==> src/shared/quad_phy_pkg.sv <==
// Purpose: Constants and types for the quad PHY global control register block
// Assumes: One 25 MHz clock, synchronous active-low reset, MDC sampled as data
// Notes:   Register word is 16 bits, reached over the serial management frame
// What this block does
// - Any link change or jabber sets flag
// - Reading the register clears flag and interrupt
// - Auto media bit set: port 1 self-selects
// - Auto clear: port 1 follows select bit
// - Select set means twisted pair, clear AUI
// - Heartbeat enable gates heartbeat on all ports
// - Bad-polarity status only valid with correction on
// - Idle level sets receive data without carrier
// - One holds data high, zero holds low
// - Default idle drive is low with link 1 strap high, high with strap low
// - Idle bit resets to inverse of strap
// - Mask set suppresses link/jabber interrupt
package quad_phy_pkg;

    // Port count and register location
    localparam int         NUM_PORTS     = 4;
    localparam logic [4:0] GCR_ADDR      = 5'h08;

    // Field positions inside the global control word
    localparam int         BIT_IRQ_FLAG  = 13;
    localparam int         BIT_AUTO      = 12;
    localparam int         BIT_TP_SEL    = 11;
    localparam int         BIT_HB        = 10;
    localparam int         BIT_POL       = 9;
    localparam int         BIT_MAC_HI    = 8;
    localparam int         BIT_MAC_LO    = 6;
    localparam int         BIT_IDLE      = 4;
    localparam int         BIT_MASK      = 1;

    // Values after reset of the plain control bits
    localparam logic       RST_FLAG      = 1'h0;
    localparam logic       RST_AUTO      = 1'h1;
    localparam logic       RST_TP_SEL    = 1'h1;
    localparam logic       RST_HB        = 1'h1;
    localparam logic       RST_POL       = 1'h1;
    localparam logic       RST_MASK      = 1'h0;

    // Management frame fields and bit counts
    localparam logic [1:0] OP_READ       = 2'h2;
    localparam logic [1:0] OP_WRITE      = 2'h1;
    localparam logic [3:0] HEAD_LAST     = 4'hC;
    localparam logic [3:0] TA_LAST       = 4'h1;
    localparam logic [3:0] DATA_LAST     = 4'hF;

    // Management frame states
    typedef enum logic [3:0] {
        ST_IDLE = 4'h1,
        ST_HEAD = 4'h2,
        ST_TA   = 4'h4,
        ST_DATA = 4'h8
    } mgmt_state_t;

endpackage

==> src/core/global_ctrl_regs.sv <==
// Purpose: Storage, strap capture and interrupt flag of the global control word
// Assumes: Strobes are one-cycle pulses from the management frame engine
// Notes:   Reserved bits ignore writes and read as zero
`timescale 1ns/1ps
module global_ctrl_regs (
    // Clock and reset
    input  wire logic        i_clk,
    input  wire logic        i_nrst,
    // Management access
    input  wire logic        i_wr_stb,
    input  wire logic [15:0] i_wr_data,
    input  wire logic        i_rd_stb,
    output logic      [15:0] o_rd_data,
    // Port events and straps
    input  wire logic [quad_phy_pkg::NUM_PORTS-1:0] i_link_change,
    input  wire logic [quad_phy_pkg::NUM_PORTS-1:0] i_jabber,
    input  wire logic [3:1]  i_rxd_strap,
    input  wire logic        i_link1_strap,
    // Field values
    output logic             o_irq_flag,
    output logic             o_auto,
    output logic             o_tp_sel,
    output logic             o_hb,
    output logic             o_pol,
    output logic      [2:0]  o_mac,
    output logic             o_idle,
    output logic             o_mask
);
    import quad_phy_pkg::*;

    logic       flag_reg;   // Link/jabber status flag
    logic       flag_next;  // Its next value
    logic       auto_reg;   // Port 1 automatic media selection
    logic       tp_reg;     // Port 1 twisted-pair select
    logic       hb_reg;     // Heartbeat enable
    logic       pol_reg;    // Polarity correction enable
    logic [2:0] mac_reg;    // MAC protocol select
    logic       idle_reg;   // Receive idle level
    logic       mask_reg;   // Link/jabber interrupt mask
    wire        event_any;  // Any port saw an event this cycle

    // Events on any port
    assign event_any = (|i_link_change) | (|i_jabber);

    // Set wins over the read-clear in the same cycle
    assign flag_next = event_any ? 1'h1 : (i_rd_stb ? 1'h0 : flag_reg);

    // Register update; straps are caught while reset is held
    always_ff @(posedge i_clk)
    begin
        if (!i_nrst)
        begin
            flag_reg <= RST_FLAG;
            auto_reg <= RST_AUTO;
            tp_reg   <= RST_TP_SEL;
            hb_reg   <= RST_HB;
            pol_reg  <= RST_POL;
            mac_reg  <= i_rxd_strap;
            idle_reg <= ~i_link1_strap;
            mask_reg <= RST_MASK;
        end
        else
        begin
            flag_reg <= flag_next;
            // Reserved and status positions of the write word are dropped
            if (i_wr_stb)
            begin
                auto_reg <= i_wr_data[BIT_AUTO];
                tp_reg   <= i_wr_data[BIT_TP_SEL];
                hb_reg   <= i_wr_data[BIT_HB];
                pol_reg  <= i_wr_data[BIT_POL];
                mac_reg  <= i_wr_data[BIT_MAC_HI:BIT_MAC_LO];
                idle_reg <= i_wr_data[BIT_IDLE];
                mask_reg <= i_wr_data[BIT_MASK];
            end
        end
    end

    // Read word assembly, reserved bits zero
    always_comb
    begin
        o_rd_data                        = 16'h0000;
        o_rd_data[BIT_IRQ_FLAG]          = flag_reg;
        o_rd_data[BIT_AUTO]              = auto_reg;
        o_rd_data[BIT_TP_SEL]            = tp_reg;
        o_rd_data[BIT_HB]                = hb_reg;
        o_rd_data[BIT_POL]               = pol_reg;
        o_rd_data[BIT_MAC_HI:BIT_MAC_LO] = mac_reg;
        o_rd_data[BIT_IDLE]              = idle_reg;
        o_rd_data[BIT_MASK]              = mask_reg;
    end

    // Field outputs straight from flip-flops
    assign o_irq_flag = flag_reg;
    assign o_auto     = auto_reg;
    assign o_tp_sel   = tp_reg;
    assign o_hb       = hb_reg;
    assign o_pol      = pol_reg;
    assign o_mac      = mac_reg;
    assign o_idle     = idle_reg;
    assign o_mask     = mask_reg;
endmodule

==> src/core/quad_phy_global_control.sv <==
// Purpose: Global control register of a quad PHY behind the serial management port
// Assumes: MDC and MDIO are synchronous inputs, MDC well below half the clock rate
// Notes:   Only the global control address answers; other addresses read zero
`timescale 1ns/1ps
module quad_phy_global_control (
    // Clock and reset
    input  wire logic        I_CLK,
    input  wire logic        I_NRST,
    // Serial management port
    input  wire logic        I_MDC,
    input  wire logic        I_MDIO,
    output logic             O_MDIO,
    output logic             O_MDIO_OE,
    input  wire logic [4:0]  I_PHY_ADDR,
    // Straps sampled during reset
    input  wire logic [3:1]  I_RXD_STRAP,
    input  wire logic        I_LINK1_STRAP,
    // Port status inputs
    input  wire logic [quad_phy_pkg::NUM_PORTS-1:0] I_LINK_CHANGE,
    input  wire logic [quad_phy_pkg::NUM_PORTS-1:0] I_JABBER,
    input  wire logic [quad_phy_pkg::NUM_PORTS-1:0] I_BAD_POLARITY,
    input  wire logic        I_PORT1_AUTO_TP,
    // Receive path
    input  wire logic [quad_phy_pkg::NUM_PORTS-1:0] I_RX_CRS,
    input  wire logic [quad_phy_pkg::NUM_PORTS-1:0] I_RX_DATA,
    output logic      [quad_phy_pkg::NUM_PORTS-1:0] O_RX_DATA,
    // Control outputs to the port logic
    output logic             O_LJ_IRQ,
    output logic             O_PORT1_TP_MODE,
    output logic             O_HEARTBEAT_EN,
    output logic             O_POL_CORRECT_EN,
    output logic      [quad_phy_pkg::NUM_PORTS-1:0] O_BAD_POL_STATUS,
    output logic      [2:0]  O_MAC_PROTOCOL
);
    import quad_phy_pkg::*;

    // Frame engine state
    mgmt_state_t state_reg;      // Current frame phase
    mgmt_state_t state_next;     // Next frame phase
    logic        mdc_q_reg;      // MDC one clock ago
    logic [3:0]  cnt_reg;        // Bit counter within a phase
    logic [3:0]  cnt_next;       // Its next value
    logic [11:0] head_reg;       // Header bits gathered so far
    logic        is_read_reg;    // Frame is a read to this PHY
    logic        is_write_reg;   // Frame is a write to this PHY
    logic        hit_reg;        // Frame targets the global register
    logic [15:0] tx_reg;         // Read data shift register
    logic [15:0] rx_reg;         // Write data shift register
    logic        oe_reg;         // MDIO drive enable
    logic        out_reg;        // MDIO drive value
    logic        wr_stb_reg;     // One-cycle register write
    logic        rd_stb_reg;     // One-cycle register read
    logic [15:0] wr_data_reg;    // Word to write

    // Register bank values
    logic [15:0] rd_word;        // Current register contents
    logic        irq_flag;       // Link/jabber flag
    logic        auto_sel;       // Automatic media selection
    logic        tp_sel;         // Forced twisted-pair select
    logic        hb_en;          // Heartbeat enable
    logic        pol_en;         // Polarity correction enable
    logic [2:0]  mac_sel;        // MAC protocol select
    logic        idle_lvl;       // Receive idle level
    logic        irq_mask;       // Interrupt mask

    // Output flip-flops
    logic        tp_mode_reg;    // Port 1 medium
    logic [NUM_PORTS-1:0] pol_stat_reg; // Qualified polarity status
    logic [NUM_PORTS-1:0] rx_out_reg;   // Receive data to the MACs

    // Decode wires
    wire         mdc_rise;       // MDC rising edge seen this clock
    wire  [12:0] head_cap;       // Complete header incl. current bit
    wire         head_done;      // Last header bit on this edge
    wire         head_ours;      // Start bit and address match
    wire         ta_done;        // Second turnaround bit on this edge
    wire         data_done;      // Last data bit on this edge

    // MDC edge detect; inputs are synchronous so no synchroniser
    assign mdc_rise  = I_MDC & ~mdc_q_reg;
    assign head_cap  = {head_reg, I_MDIO};
    assign head_done = (state_reg == ST_HEAD) && mdc_rise && (cnt_reg == HEAD_LAST);
    assign head_ours = head_cap[12] && (head_cap[9:5] == I_PHY_ADDR);
    assign ta_done   = (state_reg == ST_TA) && mdc_rise && (cnt_reg == TA_LAST);
    assign data_done = (state_reg == ST_DATA) && mdc_rise && (cnt_reg == DATA_LAST);

    // Next state and counter
    always_comb
    begin
        state_next = state_reg;
        cnt_next   = cnt_reg;
        case (state_reg)
            // Preamble ones; a zero is the first start bit
            ST_IDLE:
            begin
                if (mdc_rise && !I_MDIO)
                begin
                    state_next = ST_HEAD;
                    cnt_next   = 4'h0;
                end
            end
            // Header (second start bit, opcode, addresses), two turnaround bits,
            // sixteen data bits: count MDC rises and move on after each last bit
            ST_HEAD, ST_TA, ST_DATA:
            begin
                if (mdc_rise)
                begin
                    cnt_next = cnt_reg + 4'h1;
                end
                if (head_done || ta_done || data_done)
                begin
                    cnt_next = 4'h0;
                end
                if (head_done)
                begin
                    state_next = ST_TA;
                end
                else if (ta_done)
                begin
                    state_next = ST_DATA;
                end
                else if (data_done)
                begin
                    state_next = ST_IDLE;
                end
            end
            default:
            begin
                state_next = ST_IDLE;
                cnt_next   = 4'h0;
            end
        endcase
    end

    // Frame state, counter and edge history
    always_ff @(posedge I_CLK)
    begin
        if (!I_NRST)
        begin
            state_reg <= ST_IDLE;
            cnt_reg   <= 4'h0;
            mdc_q_reg <= 1'h0;
        end
        else
        begin
            state_reg <= state_next;
            cnt_reg   <= cnt_next;
            mdc_q_reg <= I_MDC;
        end
    end

    // Header capture and frame classification
    always_ff @(posedge I_CLK)
    begin
        if (!I_NRST)
        begin
            head_reg     <= 12'h000;
            is_read_reg  <= 1'h0;
            is_write_reg <= 1'h0;
            hit_reg      <= 1'h0;
        end
        else if ((state_reg == ST_HEAD) && mdc_rise)
        begin
            head_reg <= head_cap[11:0];
            if (head_done)
            begin
                is_read_reg  <= head_ours && (head_cap[11:10] == OP_READ);
                is_write_reg <= head_ours && (head_cap[11:10] == OP_WRITE);
                hit_reg      <= head_cap[4:0] == GCR_ADDR;
            end
        end
    end

    // MDIO drive: release, drive zero in second turnaround, then data
    always_ff @(posedge I_CLK)
    begin
        if (!I_NRST)
        begin
            oe_reg  <= 1'h0;
            out_reg <= 1'h0;
            tx_reg  <= 16'h0000;
        end
        else if (mdc_rise && is_read_reg)
        begin
            if ((state_reg == ST_TA) && !ta_done)
            begin
                oe_reg  <= 1'h1;
                out_reg <= 1'h0;
            end
            else if (ta_done)
            begin
                // Snapshot taken one clock before the read strobe clears the flag
                tx_reg  <= hit_reg ? rd_word : 16'h0000;
                out_reg <= hit_reg ? rd_word[15] : 1'h0;
            end
            else if (state_reg == ST_DATA)
            begin
                tx_reg  <= {tx_reg[14:0], 1'h0};
                out_reg <= tx_reg[14];
                if (data_done)
                begin
                    oe_reg <= 1'h0;
                end
            end
        end
    end

    // Write data shift and one-cycle access strobes
    always_ff @(posedge I_CLK)
    begin
        if (!I_NRST)
        begin
            rx_reg      <= 16'h0000;
            wr_stb_reg  <= 1'h0;
            rd_stb_reg  <= 1'h0;
            wr_data_reg <= 16'h0000;
        end
        else
        begin
            wr_stb_reg <= data_done && is_write_reg && hit_reg;
            rd_stb_reg <= ta_done && is_read_reg && hit_reg;
            if ((state_reg == ST_DATA) && mdc_rise)
            begin
                rx_reg <= {rx_reg[14:0], I_MDIO};
            end
            // Reserved bits of the word are expected to be zero
            if (data_done)
            begin
                wr_data_reg <= {rx_reg[14:0], I_MDIO};
            end
        end
    end

    // Register bank
    global_ctrl_regs global_ctrl_regs_inst (
        .i_clk         (I_CLK),
        .i_nrst        (I_NRST),
        .i_wr_stb      (wr_stb_reg),
        .i_wr_data     (wr_data_reg),
        .i_rd_stb      (rd_stb_reg),
        .o_rd_data     (rd_word),
        .i_link_change (I_LINK_CHANGE),
        .i_jabber      (I_JABBER),
        .i_rxd_strap   (I_RXD_STRAP),
        .i_link1_strap (I_LINK1_STRAP),
        .o_irq_flag    (irq_flag),
        .o_auto        (auto_sel),
        .o_tp_sel      (tp_sel),
        .o_hb          (hb_en),
        .o_pol         (pol_en),
        .o_mac         (mac_sel),
        .o_idle        (idle_lvl),
        .o_mask        (irq_mask)
    );

    // Port 1 medium and polarity status qualification
    always_ff @(posedge I_CLK)
    begin
        if (!I_NRST)
        begin
            tp_mode_reg  <= 1'h1;
            pol_stat_reg <= '0;
        end
        else
        begin
            // Automatic choice overrides the select bit
            tp_mode_reg  <= auto_sel ? I_PORT1_AUTO_TP : tp_sel;
            pol_stat_reg <= pol_en ? I_BAD_POLARITY : '0;
        end
    end

    // Receive data per port: idle level while carrier is absent
    genvar p;
    generate
        for (p = 0; p < NUM_PORTS; p++)
        begin : g_rx
            always_ff @(posedge I_CLK)
            begin
                if (!I_NRST)
                begin
                    rx_out_reg[p] <= 1'h0;
                end
                else
                begin
                    rx_out_reg[p] <= I_RX_CRS[p] ? I_RX_DATA[p] : idle_lvl;
                end
            end
        end
    endgenerate

    // Output drive
    assign O_MDIO           = out_reg;
    assign O_MDIO_OE        = oe_reg;
    assign O_LJ_IRQ         = irq_flag & ~irq_mask;
    assign O_PORT1_TP_MODE  = tp_mode_reg;
    assign O_HEARTBEAT_EN   = hb_en;
    assign O_POL_CORRECT_EN = pol_en;
    assign O_BAD_POL_STATUS = pol_stat_reg;
    assign O_MAC_PROTOCOL   = mac_sel;
    assign O_RX_DATA        = rx_out_reg;
endmodule

==> config.mk <==
export PLATFORM = sky130hd
export DESIGN_NAME = quad_phy_global_control
export DESIGN_NICKNAME = d
export VERILOG_FILES = /design/src/shared/quad_phy_pkg.sv /design/src/core/global_ctrl_regs.sv /design/src/core/quad_phy_global_control.sv
export SDC_FILE = /design/constraint.sdc
export NUM_CORES = 1
export LEC_CHECK = 0
export BUFFER_PORTS_ARGS = -buffer_cell sky130_fd_sc_hd__buf_2
export CORE_UTILIZATION = 40
export DETAILED_ROUTE_END_ITERATION = 6
export SETUP_SLACK_MARGIN = 0.02
export SLEW_MARGIN = 10
export SYNTH_ARGS = -nofsm -noshare
export SYNTH_HDL_FRONTEND = slang
export SYNTH_SLANG_ARGS = --single-unit
==> constraint.sdc <==
create_clock -name I_CLK -period 3 [get_ports I_CLK]
set_input_delay 0.15 -clock I_CLK [delete_from_list [all_inputs] [get_ports I_CLK]]
set_output_delay 0.15 -clock I_CLK [all_outputs]
set_load 0.03 [all_outputs]
Word level (Yosys, flattened, before mapping)
Cells that the tools add are included.
{"block": "op_classes", "reduce_logical": 35, "eq_ne": 16, "bitwise_logic": 7, "mux": 30, "addsub": 1}
{"op": "two-way mux 15 bit", "n": 2}
{"op": "two-way mux 4 bit", "n": 7}
{"op": "logical AND 1 bit", "n": 16}
{"op": "two-way mux 1 bit", "n": 16}
{"op": "case mux 4 bit (2 select lines)", "n": 2}
{"op": "two-way mux 14 bit", "n": 1}
{"op": "equality test 4 bit (second input constant)", "n": 3}
{"op": "AND reduction 2 bit", "n": 5}
{"op": "equality test 4 x 1 -> 1 bit (second input constant)", "n": 2}
{"op": "nonzero test 2 bit", "n": 4}
{"op": "OR reduction 4 bit", "n": 2}
{"op": "two-way mux 3 bit", "n": 2}
{"op": "equality test 5 x 4 -> 1 bit (second input constant)", "n": 1}
{"op": "equality test 5 bit", "n": 1}
{"op": "adder 4 x 1 -> 4 bit (second input constant)", "n": 1}
{"op": "equality test 4 x 2 -> 1 bit (second input constant)", "n": 1}
{"op": "equality test 4 x 3 -> 1 bit (second input constant)", "n": 1}
{"op": "inequality test 2 x 1 -> 1 bit (second input constant)", "n": 2}
{"op": "inequality test 4 bit (second input constant)", "n": 1}
{"op": "NOT 1 bit", "n": 4}
{"op": "AND reduction 4 bit", "n": 1}
{"op": "inequality test 3 bit (second input constant)", "n": 1}
{"op": "AND reduction 3 bit", "n": 1}
{"op": "nonzero test 3 bit", "n": 1}
{"op": "8 further kinds", "n": 11}
{"block": "word_totals", "register_bits": 87}

Longest topological paths before layout
Gate-level depths: netlist (run 1).
{"block": "depth", "depth_word": 8, "mapped_depth": 8}

Cells and area by module
Synthesis (run 1) repeated with hierarchy kept, for this count alone.
{"block": "hier_totals", "hier_cells": 444, "hier_area_um2": 3996.3}
{"mod": "quad_phy_global_control", "seq_area_each_um2": 1661.6, "n_inst": 1, "cells_each": 394, "area_per_inst_um2": 3459.6}
{"mod": "global_ctrl_regs", "seq_area_each_um2": 240.2, "n_inst": 1, "cells_each": 50, "area_per_inst_um2": 536.8}

Worst setup path before layout (run 1)
No wires, ideal clock.
{"block": "synth_path", "path_type": "register -> register", "startpoint": "reg cnt_reg[0]", "endpoint": "reg state_reg[1]", "slack_ns": 1.205, "path_buffers": 1, "period_less_slack_ns": 1.795, "path_stages_with_launch": 8, "required_time_ns": 2.881, "setup_time_ns": 0.119, "arrival_ns": 1.677, "path_cell_list": "dfxtp_1 -> ha_1 -> and3_1 -> and3b_1 -> clkbuf_1 -> nor4b_4 -> nor3_1 -> o221a_1"}
{"block": "synth_via", "elab_chain_len": 5, "elab_cells_between_ends": 11, "classes_between": "eq/ne (4); mux (3); reduce/logical (4)"}
{"element": "from (decl)", "line_no": "quad_phy_global_control.sv:41", "rtl": "logic [3:0] cnt_reg;"}
{"element": "from (signal assigned)", "line_no": "quad_phy_global_control.sv:147", "rtl": "cnt_reg <= cnt_next;"}
{"element": "equality test 4 x 1 -> 1 bit", "line_no": "quad_phy_global_control.sv:84", "rtl": "assign ta_done = (state_reg == ST_TA) && mdc_rise && (cnt_reg == TA_LAST);"}
{"element": "logical AND 1 bit", "line_no": "quad_phy_global_control.sv:84"}
{"element": "two-way mux 4 bit", "line_no": "quad_phy_global_control.sv:118", "rtl": "else if (ta_done)"}
{"element": "two-way mux 4 bit", "line_no": "quad_phy_global_control.sv:114", "rtl": "if (head_done)"}
{"element": "case mux 4 bit (2 select lines)", "line_no": "quad_phy_global_control.sv:92", "rtl": "case (state_reg)"}
{"element": "to (signal assigned)", "line_no": "quad_phy_global_control.sv:146", "rtl": "state_reg <= state_next;"}
{"element": "to (decl)", "line_no": "quad_phy_global_control.sv:38", "rtl": "mgmt_state_t state_reg;"}
Parallel ways exist; a longest one is shown, timed or not.
A chain may end at the register's enable or synchronous reset.

Final worst setup path (run 1)
{"block": "layout_path", "startpoint": "reg cnt_reg[1]", "endpoint": "reg state_reg[1]"}
The elaborated chain is that of the path after synthesis.

==> results of run 1 <==
[cells in the final DEF (no fill, tap or decap), types with 3 or more instances in the layout]
cell type / instances
a21oi_1: 39
a311oi_1: 10
a31oi_1: 3
and3_1: 8
buf_2: 50
buf_4: 3
clkbuf_8: 9
dfxtp_1: 78
edfxtp_1: 4
ha_1: 3
inv_1: 3
mux2_2: 3
mux2i_1: 19
nand2_1: 81
nand2b_1: 6
nand3_1: 22
nor2_1: 30
nor2b_1: 3
nor3_1: 3
xnor2_1: 5
[per-stage QoR]
step | hold WS, ps | utilization, % | power, W | worst slack, ps | area (sq um)
floorplan | 272 | - | 0.00122 | 1200 | 3340
CTS | 20.0 | 48.5 | 0.00197 | 880 | 3820
finish | 34.9 | 48.5 | 0.00194 | 880 | 3820
detailed placement | 391 | 46.4 | 0.00127 | 903 | 3660
global placement | 382 | 46.4 | 0.00127 | 985 | 3660
global route | 18.9 | 48.5 | 0.00203 | 669 | 3820
[how the worst max path moves through the flow]
stage | cells after the start | start | end
after global placement | 7 | cnt_reg[1] | state_reg[1]
after detailed placement | 7 | cnt_reg[1] | state_reg[1]
after CTS | 7 | cnt_reg[1] | state_reg[1]
after floorplan | 7 | cnt_reg[0] | state_reg[1]
final | 7 | cnt_reg[1] | state_reg[1]
after global routing | 7 | cnt_reg[1] | state_reg[1]
[tightest hold or removal path: cells and delay by family]
kind | cells | cell delay [ps]
buffers and inverters | 1 | 70
muxes | 1 | 50
and+or+nand+nor | 1 | 70
[power by group]
group	leakage [nW]	internal (W)	total, W	switching (W)
Combinational	0.621	0.0000457	0.000119	0.0000731
Sequential	0.670	0.00111	0.00112	0.00000967
Clock	0.0848	0.000307	0.000701	0.000394
Total	1.38	0.00146	0.00194	0.000477
[per-layer routing]
metal | vias to the layer above | GRT usage, % | part of all wire (%)
li1 | 1373 | - | -
met1 | 1246 | 23.2 | 49
met2 | 51 | 26.9 | 47
met3 | 5 | 5.12 | 4.2
met4 | 0 | 5.00 | 0.56
met5 | - | 0 | 0
[synthesized netlist by cell type (2+ instances only)]
cell type  number  area, sq um
a311oi_1       10         87.6
nor3_1          3         15.0
a31oi_1         3         18.8
or3b_1          2         17.5
inv_1           4         15.0
nor2b_1         3         18.8
nand2_1        81          304
mux2i_1        19          190
nor2_1         30          113
nand3_1        22          110
dfxtp_1        78         1560
nor4b_4         2         47.6
nand2b_1        6         37.5
clkbuf_1       15         56.3
ha_1            3         37.5
nor4_1          2         12.5
and3_1          8         50.1
edfxtp_1        4          120
xnor2_1         5         43.8
nand4_1         2         12.5
buf_1           2         7.51
buf_2           3         15.0
mux2_2          3         33.8
a21oi_1        39          195
[cells by family after synthesis]
| family | Yosys count | synth area share [%] |
|---|---|---|
| and+or+nand+nor | 176 | 26.5 |
| DFF | 82 | 50.3 |
| AOI/OAI and AO/OA | 59 | 10.8 |
| buffers and inverters | 25 | 3.03 |
| muxes | 22 | 6.70 |
| xor gates and xnor gates | 6 | 1.57 |
| adders and majority gates | 3 | 1.12 |
[area by class of cell]
class	instances	area, sq um
Multi-Input combinational cell	266	1560
Clock inverter	5	37.5
Tap cell	102	128
Sequential cell	82	1680
Inverter	4	15.0
Fill cell	774	4060
Clock buffer	11	131
Timing Repair Buffer	53	273
==> load_flow_metrics.sql, run 1 <==
INSERT INTO impl_metrics (metric_group, metric, value, unit) VALUES
('status', 'outcome', 'complete, no violations', ''),
('synth', 'synth.avg_cell_area', '8.96', 'sq um'),
('timing', 'final_critical_path_required_period', '2120', 'ps'),
('grt', 'grt_pass1_wl', '11800', 'um'),
('cells_and_area', 'antennaDiodeCount', '0', ''),
('synth', 'synthesis.nets', '410', ''),
('synth', 'post_syn_instances', '373', ''),
('critical_path', 'critPathArrivalTime', '2360', 'ps'),
('critical_path', 'critical_path.n_buffers_inverters', '1', ''),
('grt', 'first_global_vias', '2524', ''),
('critical_path', 'crit_chain', 'inv_1, ha_1, nor3b_1, and3_1, nor4b_4, nor3_1, o221a_1', ''),
('cts', 'cts.repair.resized', '0', ''),
('cts', 'cts-hold-fix-buffers', '0', ''),
('cells_and_area', 'drive_above_1_share', '18.5', '%'),
('hold_path', 'worst_hold_path_type', 'input pin to register', ''),
('synth', 'yosysWarningCount', '0', ''),
('timing', 'timing.final.crit_share', '70.7', '%'),
('drt', 'count_of_unresolved_drc_violations_after_routing', '0', ''),
('synth', 'synth.cell_area', '3340', 'sq um'),
('timing', 'timing.final.hold_violations', '0', ''),
('timing', 'fmaxAchievable', '0.472', 'GHz'),
('critical_path', 'critPathTopFamily', 'simple AND/OR/NAND/NOR gates', ''),
('critical_path', 'reg2regPathDepth', '7', ''),
('placement', 'port_buffers', '50', ''),
('critical_path', 'max_stage_delay', '520', 'ps'),
('synth', 'async_flop_share', '0', '%'),
('drt', 'final_antenna_net_count', '0', ''),
('cells_and_area', 'nets', '453', ''),
('synth', 'ys.flop_type', 'dfxtp_1', ''),
('grt', 'grt_usage', '17.3', '%'),
('critical_path', 'worstPathRequired', '3240', 'ps'),
('placement', 'place_congestion', '0.789', ''),
('floorplan', 'core_area', '7890', 'sq um'),
('critical_path', 'register_to_register_setup_slack', '880', 'ps'),
('cells_and_area', 'largest_register_ff_count', '14', ''),
('cells_and_area', 'final-instance-count-excl-fill', '523', ''),
('pwr', 'power-per-cell-area', '507', 'nW/um^2'),
('flow_run', 'drv.max_cap_violation_count', '0', ''),
('synth', 'ys_seq_elements', '82', ''),
('pwr', 'largest_voltage_drop_on_the_vdd_net', '0.000239', 'V'),
('cts', 'ctsRootBufferMaster', 'clkbuf_8', ''),
('cts', 'cts_tree', 'built', ''),
('placement', 'placed_cells', '507', ''),
('cts', 'clk_path_buf_depth', '2', ''),
('grt', 'globalRoute.totalOverflow', '0', ''),
('synth', 'seq_area_frac_synth', '50.3', '%'),
('timing', 'grt_setup_unrepaired', 'no', ''),
('timing', 'post_route_setup_tns', '0', 'ps'),
('timing', 'clock_skew', '9.40', 'ps'),
('drt', 'vias', '2675', ''),
('timing', 'slew_viol_final', '0', ''),
('grt', 'pin_count_of_the_biggest_net_entering_global_routing', '68', ''),
('critical_path', 'r2r-end', 'state_reg[1]', ''),
('critical_path', 'crit_path_top_delay_cell', 'nor4b_4', ''),
('critical_path', 'worst_setup_path_end_kind', 'register', ''),
('cts', 'cts.sinks', '82', ''),
('cts', 'cts_setup_buffers', '0', ''),
('grt', 'initial_antenna_violation_count', '0', ''),
('hold_path', 'worstHoldPathCells', '3', ''),
('drt', 'drt_first_iter_violations', '106', ''),
('floorplan', 'initial_utilization', '42.4', '%'),
('drt', 'drt_pre_antenna_iters', '4', ''),
('cts', 'htree_levels', '3', ''),
('timing', 'maxSlewHeadroom', '25.0', '%'),
('floorplan', 'placementRows', '32', ''),
('critical_path', 'worst_path_maximum_fanout', '13', ''),
('critical_path', 'startpoint_of_the_most_critical_register_to_register_path', 'cnt_reg[1]', ''),
('synth', 'synth_edf_count', '4', ''),
('critical_path', 'start_kind', 'register', ''),
('hold_path', 'holdCritStartpoint', 'I_RX_DATA[1]', ''),
('placement', 'dp.final_hpwl', '4690', 'um');
No activity file was read; power rests on OpenSTA's default activity.
==> inputs of run 2 (changes only) <==
clock period = 2.05 ns   (was 3 ns; I/O delays follow)
==> run 2 against run 1 <==
  * Clock skew rose by 3.0 ps
  * Sequential power up 46%
  * Critical path type unchanged
  * Core utilization up 3.1 points
  * Clock-buffer cell count decreased by 2
==> load_flow_metrics.sql, run 2 (same netlist as run 1, synthesis figures left out) <==
INSERT INTO impl_metrics (metric_group, metric, value, unit) VALUES
('pwr', 'static-leakage-power', '1.49', 'nW'),
('cells_and_area', 'nets', '477', ''),
('timing', 'setup_viol', '0', ''),
('cts', 'clk-insertion-delay-late', '360', 'ps'),
('status', 'outcome', 'complete, no violations', ''),
('floorplan', 'initial_utilization', '42.4', '%'),
('drt', 'drt_pre_antenna_iters', '4', ''),
('timing', 'worst_slew_pin_slew', '768', 'ps'),
('timing', 'timing.final.hold_violations', '0', ''),
('drt', 'drt_wl_total', '7170', 'um'),
('timing', 'clock_skew', '12.5', 'ps'),
('placement', 'place_congestion', '0.806', ''),
('cts', 'clkTransAtPathRegs', '90', 'ps'),
('cells_and_area', 'layout.cells.most_common', 'nand2_1', ''),
('cts', 'htree_levels', '3', ''),
('timing', 'post_route_setup_tns', '0', 'ps'),
('grt', 'pin_count_of_the_biggest_net_entering_global_routing', '45', ''),
('cts', 'ctsRootBufferMaster', 'clkbuf_8', ''),
('grt', 'grt_pass1_wl', '12200', 'um'),
('cts', 'cts_tree', 'built', ''),
('floorplan', 'core_area', '7890', 'sq um'),
('pwr', 'p_seq_share', '55.3', '%'),
('drt', 'routed_via_density', '5.04', ''),
('drt', 'drt_first_iter_violations', '104', ''),
('timing', 'slew_viol_final', '0', ''),
('grt', 'grt_usage', '17.9', '%'),
('timing', 'grt_setup_unrepaired', 'no', ''),
('timing', 'fmaxAchievable', '0.534', 'GHz'),
('pwr', 'swShare', '26.2', '%'),
('critical_path', 'worst_setup_path_end_kind', 'register', ''),
('critical_path', 'critPathArrivalTime', '2140', 'ps'),
('timing', 'final_critical_path_required_period', '1870', 'ps'),
('cells_and_area', 'highest_count_cells_in_the_layout_ignoring_fill_and_taps', 'nand2_1 (81), dfxtp_1 (78), buf_2 (50)', ''),
('pwr', 'power.net_switching', '0.000779', 'W'),
('critical_path', 'start_kind', 'register', ''),
('pwr', 'largest_voltage_drop_on_the_vdd_net', '0.000489', 'V'),
('placement', 'port_buffers', '50', ''),
('hold_path', 'worst_hold_path_type', 'input pin to register', ''),
('flow_run', 'drv.max_cap_violation_count', '0', ''),
('cells_and_area', 'synthToLayoutAreaGrowth', '21.8', '%'),
('grt', 'globalRoute.totalOverflow', '0', ''),
('floorplan', 'io_pins', '51', ''),
('floorplan', 'placementRows', '32', ''),
('drt', 'wl_per_instance', '13.1', 'um'),
('cells_and_area', 'utilization', '51.6', '%'),
('pwr', 'cell_internal_pwr', '0.00219', 'W'),
('grt', 'initial_antenna_violation_count', '0', ''),
('cts', 'clk_path_buf_depth', '2', ''),
('grt', 'first_global_vias', '2602', ''),
('cells_and_area', 'antennaDiodeCount', '0', ''),
('critical_path', 'worst_path_maximum_fanout', '10', ''),
('floorplan', 'chipWidth', '93.4', 'um'),
('cells_and_area', 'largest_register_ff_count', '14', ''),
('cts', 'cts_made_buffers', '9', ''),
('placement', 'dp.final_hpwl', '4880', 'um'),
('drt', 'vias', '2755', ''),
('drt', 'final_antenna_net_count', '0', ''),
('timing', 'maxSlewHeadroom', '48.7', '%'),
('floorplan', 'design.die.area', '8720', 'sq um'),
('floorplan', 'vertical_die_dimension', '93.4', 'um'),
('cts', 'cts.sinks', '82', ''),
('pwr', 'share_comb_of_total_power', '6.8', '%'),
('pwr', 'power.clock.fraction', '37.9', '%'),
('drt', 'count_of_unresolved_drc_violations_after_routing', '0', ''),
('critical_path', 'worstPathRequired', '2310', 'ps'),
('critical_path', 'criticalPathCategory', 'register to register', ''),
('timing', 'timing.final.crit_share', '91.4', '%'),
('cells_and_area', 'drive_above_1_share', '20.4', '%'),
('pwr', 'power-per-cell-area', '730', 'nW/um^2');
## run 2: metal layers
| metal | global-route usage (%) | share of wire [%] | wire, um |
|---|---|---|---|
| met1 | 23.8 | 47 | 3370 |
| met2 | 28.4 | 48 | 3470 |
| met3 | 4.88 | 3.5 | 253 |
| met4 | 5.00 | 1.0 | 73 |
| met5 | 0 | 0 | 0 |
## run 2: final timing paths
check,startpoint,cells after the start,slack (ps),end
max,state_reg[0],5,180,tx_reg[4]
min,I_RX_CRS[0],3,10,O_RX_DATA[0]
max reg2reg,state_reg[0],5,180,tx_reg[4]
min reg2reg,rx_reg[1],2,460,rx_reg[2]
## run 2: critical path, cell delays in order (launching register included)
cell,delay [ps]
dfxtp_1,390
nor4b_4,430
and3_1,360
buf_4,220
nand3_1,90
a311oi_1,300
## run 2: area by class of cell
class	instances	area [sq um]
multi-input cells	266	1560
well taps	102	128
clock buffers	9	124
flip-flops and latches	82	1680
clock inverters	7	66.3
inverters	4	15.0
fillers	780	3820
repair buffers	77	492
## run 2: power groups by stage
stage / clock network [W] / logic [W] / registers [W]
finish: 0.00112 / 0.000203 / 0.00164
global route: 0.00123 / 0.000223 / 0.00165
CTS: 0.00116 / 0.000203 / 0.00164
detailed placement: 0 / 0.000180 / 0.00168
global placement: 0 / 0.000178 / 0.00168
floorplan: 0 / 0.0000770 / 0.00171
## run 2: stage by stage
stage | worst slack (ps) | power (W) | hold WS [ps] | cells | cell area [sq um]
after floorplan | 255 | 0.00179 | 224 | 373 | 3340
after global placement | 160 | 0.00186 | 335 | 516 | 3720
after detailed placement | 131 | 0.00186 | 343 | 516 | 3720
after CTS | 103 | 0.00300 | 0.798 | 546 | 4050
after global routing | 32.6 | 0.00310 | 2.51 | 547 | 4070
final | 176 | 0.00297 | 12.3 | 547 | 4070
## run 2: repair_timing
action / in CTS / in global routing
hold buffers: 14 / 0
gates resized for setup: 0 / 2
setup endpoints to repair: 0 / 7
endpoints found under the hold margin: 10 / 0
setup buffers: 0 / 1
==> inputs of run 3 (changes only) <==
ABC_AREA = 1   (was not set)
==> run 3 against run 2 <==
  * Global-route usage rose by 0.59 points
  * Clock skew down 5.9 ps
  * Combinational power rose to 2.9 times the previous value
  * Maximum frequency up 5.1%
  * Flip-flop and latch count unchanged
  * Core utilization down 1.7 points
  * Sequential power up 7%
==> load_flow_metrics.sql, run 3 <==
INSERT INTO impl_metrics (metric_group, metric, value, unit) VALUES
('status', 'outcome', 'complete, no violations', ''),
('timing', 'final_critical_path_required_period', '1780', 'ps'),
('synth', 'post_synth_mux_area_share', '0', '%'),
('synth', 'seq_area_frac_synth', '49.4', '%'),
('synth', 'synthesis.nets', '488', ''),
('cells_and_area', 'drive_above_1_share', '16.6', '%'),
('drt', 'count_of_unresolved_drc_violations_after_routing', '0', ''),
('cts', 'clk-insertion-delay-late', '360', 'ps'),
('synth', 'async_flop_share', '0', '%'),
('cts', 'cts.sinks', '82', ''),
('synth', 'area_share_of_fa_ha_maj_cells_after_synthesis', '1.10', '%'),
('synth', 'post_syn_instances', '451', ''),
('synth', 'ys.flop_type', 'dfxtp_1', ''),
('cells_and_area', 'antennaDiodeCount', '0', ''),
('synth', 'synth.cell_area', '3400', 'sq um'),
('flow_run', 'drv.max_cap_violation_count', '0', ''),
('pwr', 'power-per-cell-area', '854', 'nW/um^2'),
('synth', 'synth_cell_types', '34', ''),
('synth', 'synthTopCellsByCount', 'nand2_1 (79), dfxtp_1 (78), nor2_1 (61), inv_1 (50), o21ai_0 (50)', ''),
('synth', 'ys_seq_elements', '82', ''),
('critical_path', 'start_kind', 'register', ''),
('drt', 'dr_wl_met2', '3380', 'um'),
('critical_path', 'critPathArrivalTime', '2040', 'ps'),
('grt', 'grt_usage', '18.5', '%'),
('drt', 'wl_per_instance', '12.3', 'um'),
('floorplan', 'core_area', '8220', 'sq um'),
('drt', 'drt_wl_total', '7660', 'um'),
('grt', 'initial_antenna_violation_count', '0', ''),
('timing', 'worst_slew_pin_slew', '835', 'ps'),
('timing', 'timing.final.crit_share', '87.0', '%'),
('hold_path', 'worst_hold_path_type', 'input pin to register', ''),
('timing', 'timing.final.hold_violations', '0', ''),
('synth', 'yosysMostFrequentCell', 'nand2_1', ''),
('synth', 'synth.avg_cell_area', '7.55', 'sq um'),
('drt', 'vias', '3000', ''),
('critical_path', 'crit_chain', 'ha_1, nand2_2, nor2_4, nand2_4, a21oi_4, buf_4, o21ai_0, nand2_1, nor2_1', ''),
('critical_path', 'criticalPathCategory', 'register to register', ''),
('grt', 'first_global_vias', '2745', ''),
('cts', 'clkTransAtPathRegs', '70', 'ps'),
('critical_path', 'worstPathRequired', '2310', 'ps'),
('synth', 'post_synth_main_area_contributors', 'dfxtp_1 (46%), nand2_1 (8.7%), o21ai_0 (7.4%)', ''),
('grt', 'pin_count_of_the_biggest_net_entering_global_routing', '59', ''),
('synth', 'yosysWarningCount', '0', ''),
('timing', 'maxSlewHeadroom', '44.3', '%'),
('placement', 'port_buffers', '50', ''),
('floorplan', 'io_pins', '51', ''),
('drt', 'dr_wl_met3', '409', 'um'),
('floorplan', 'chipWidth', '94.2', 'um'),
('cells_and_area', 'highest_count_cells_in_the_layout_ignoring_fill_and_taps', 'nand2_1 (79), dfxtp_1 (78), nor2_1 (61)', ''),
('grt', 'globalRoute.totalOverflow', '0', ''),
('cells_and_area', 'layout.cells.most_common', 'nand2_1', ''),
('drt', 'highest-signal-layer', 'met4', ''),
('cells_and_area', 'largest_register_ff_count', '14', ''),
('grt', 'grt_pass1_wl', '12600', 'um'),
('drt', 'drt_first_iter_violations', '162', ''),
('cts', 'cts.repair.resized', '0', ''),
('timing', 'clock_skew', '6.57', 'ps'),
('floorplan', 'design.die.area', '8880', 'sq um'),
('critical_path', 'max_stage_delay', '410', 'ps'),
('synth', 'yosys.area_share.xor_xnor', '0.772', '%'),
('synth', 'main_combinational_cell_family_by_area_after_synthesis', 'simple AND/OR/NAND/NOR gates', ''),
('synth', 'synth_compound_area_share', '15.7', '%'),
('cts', 'clk_path_buf_depth', '2', ''),
('floorplan', 'placementRows', '33', ''),
('synth', 'synth_top_area_share', '45.9', '%'),
('critical_path', 'register_to_register_setup_slack', '270', 'ps'),
('cts', 'cts_made_buffers', '9', ''),
('timing', 'fmaxAchievable', '0.561', 'GHz'),
('drt', 'met1Wirelength', '3750', 'um'),
('synth', 'synth-simple-area-share', '24.3', '%'),
('cts', 'htree_levels', '3', ''),
('cts', 'cts_tree', 'built', ''),
('critical_path', 'worst_path_maximum_fanout', '15', ''),
('synth', 'netlist.top_cell.by_area', 'dfxtp_1', ''),
('cts', 'ctsRootBufferMaster', 'clkbuf_8', ''),
('synth', 'synth_edf_count', '4', ''),
('cells_and_area', 'nets', '553', ''),
('timing', 'setup_viol', '0', ''),
('pwr', 'static-leakage-power', '1.81', 'nW'),
('placement', 'placed_cells', '596', ''),
('timing', 'slew_viol_final', '0', ''),
('critical_path', 'worst_setup_path_end_kind', 'register', ''),
('cells_and_area', 'final-instance-count-excl-fill', '624', ''),
('drt', 'drt_pre_antenna_iters', '4', ''),
('placement', 'place_congestion', '0.795', ''),
('critical_path', 'crit_path_top_delay_cell', 'dfxtp_1', ''),
('floorplan', 'initial_utilization', '41.4', '%'),
('cells_and_area', 'synthToLayoutAreaGrowth', '20.4', '%'),
('pwr', 'largest_voltage_drop_on_the_vdd_net', '0.000455', 'V'),
('floorplan', 'vertical_die_dimension', '94.2', 'um'),
('timing', 'grt_setup_unrepaired', 'no', ''),
('drt', 'routed_via_density', '4.81', ''),
('placement', 'dp.final_hpwl', '5170', 'um'),
('timing', 'post_route_setup_tns', '0', 'ps'),
('drt', 'final_antenna_net_count', '0', '');
run 3: changes by cell type after synthesis, moves of 8 or more:
cell      change
a311oi_1     -10
clkbuf_1      -8
nor2_1       +31
nand3_1      +10
and3_1        -8
inv_1        +46
o21ai_0      +49
mux2i_1      -19
run 3: cell type report:
type / count / area, sq um
Clock buffer: 11 / 151
Clock inverter: 3 / 40.0
Fill cell: 827 / 4120
Inverter: 54 / 203
Multi-Input combinational cell: 297 / 1430
Sequential cell: 82 / 1680
Tap cell: 105 / 131
Timing Repair Buffer: 72 / 463
run 3: kinds of logic after synthesis:
group | after synthesis
XOR/XNOR | 3
buffers and inverters | 72
AO/OA/AOI/OAI | 101
flip-flops | 82
AND/OR/NAND/NOR | 190
adder cells (fa/ha/maj) | 3
run 3: per-stage QoR:
step	total power [W]	worst slack, ps	utilization, %	hold WS (ps)	area [sq um]
2_1_floorplan	0.00221	554	-	196	3400
6_report	0.00350	267	49.9	9.06	4100
5_1_grt	0.00368	66.9	49.9	20.4	4100
4_1_cts	0.00354	273	49.9	6.90	4100
3_5_place_dp	0.00235	285	45.8	300	3760
3_3_place_gp	0.00233	348	45.8	297	3760
run 3: timing repair:
| item | in CTS | in global routing |
|---|---|---|
| hold buffers | 14 | 0 |
| buffers inserted | 0 | 0 |
| endpoints found under the hold margin | 10 | 0 |
run 3: final timing paths:
path | startpoint | end | cells after the start
setup / recovery | cnt_reg[0] | tx_reg[1] | 9
hold / removal | I_JABBER[2] | global_ctrl_regs_inst.o_irq_flag | 3
setup reg to reg | cnt_reg[0] | tx_reg[1] | 9
hold reg to reg | head_reg[11] | head_reg[11] | 2
run 3: where the power goes:
group          switching, W  internal, W
Sequential        0.0000733      0.00168
Combinational      0.000363     0.000218
Clock              0.000551     0.000612
run 3: worst max-delay path: cells and delay by family, from the launching register on:
kind            cells  cell delay [ps]
simple gates        5              440
fa+ha+maj           1              210
flops               1              410
buf+inv             1              220
compound gates      2              390
run 3: routing by layer:
layer | track usage (%) | vias to the layer above
met1 | 23.7 | 1340
met5 | 0 | -
met3 | 5.02 | 11
met2 | 29.6 | 69
li1 | - | 1580
met4 | 6.54 | 0
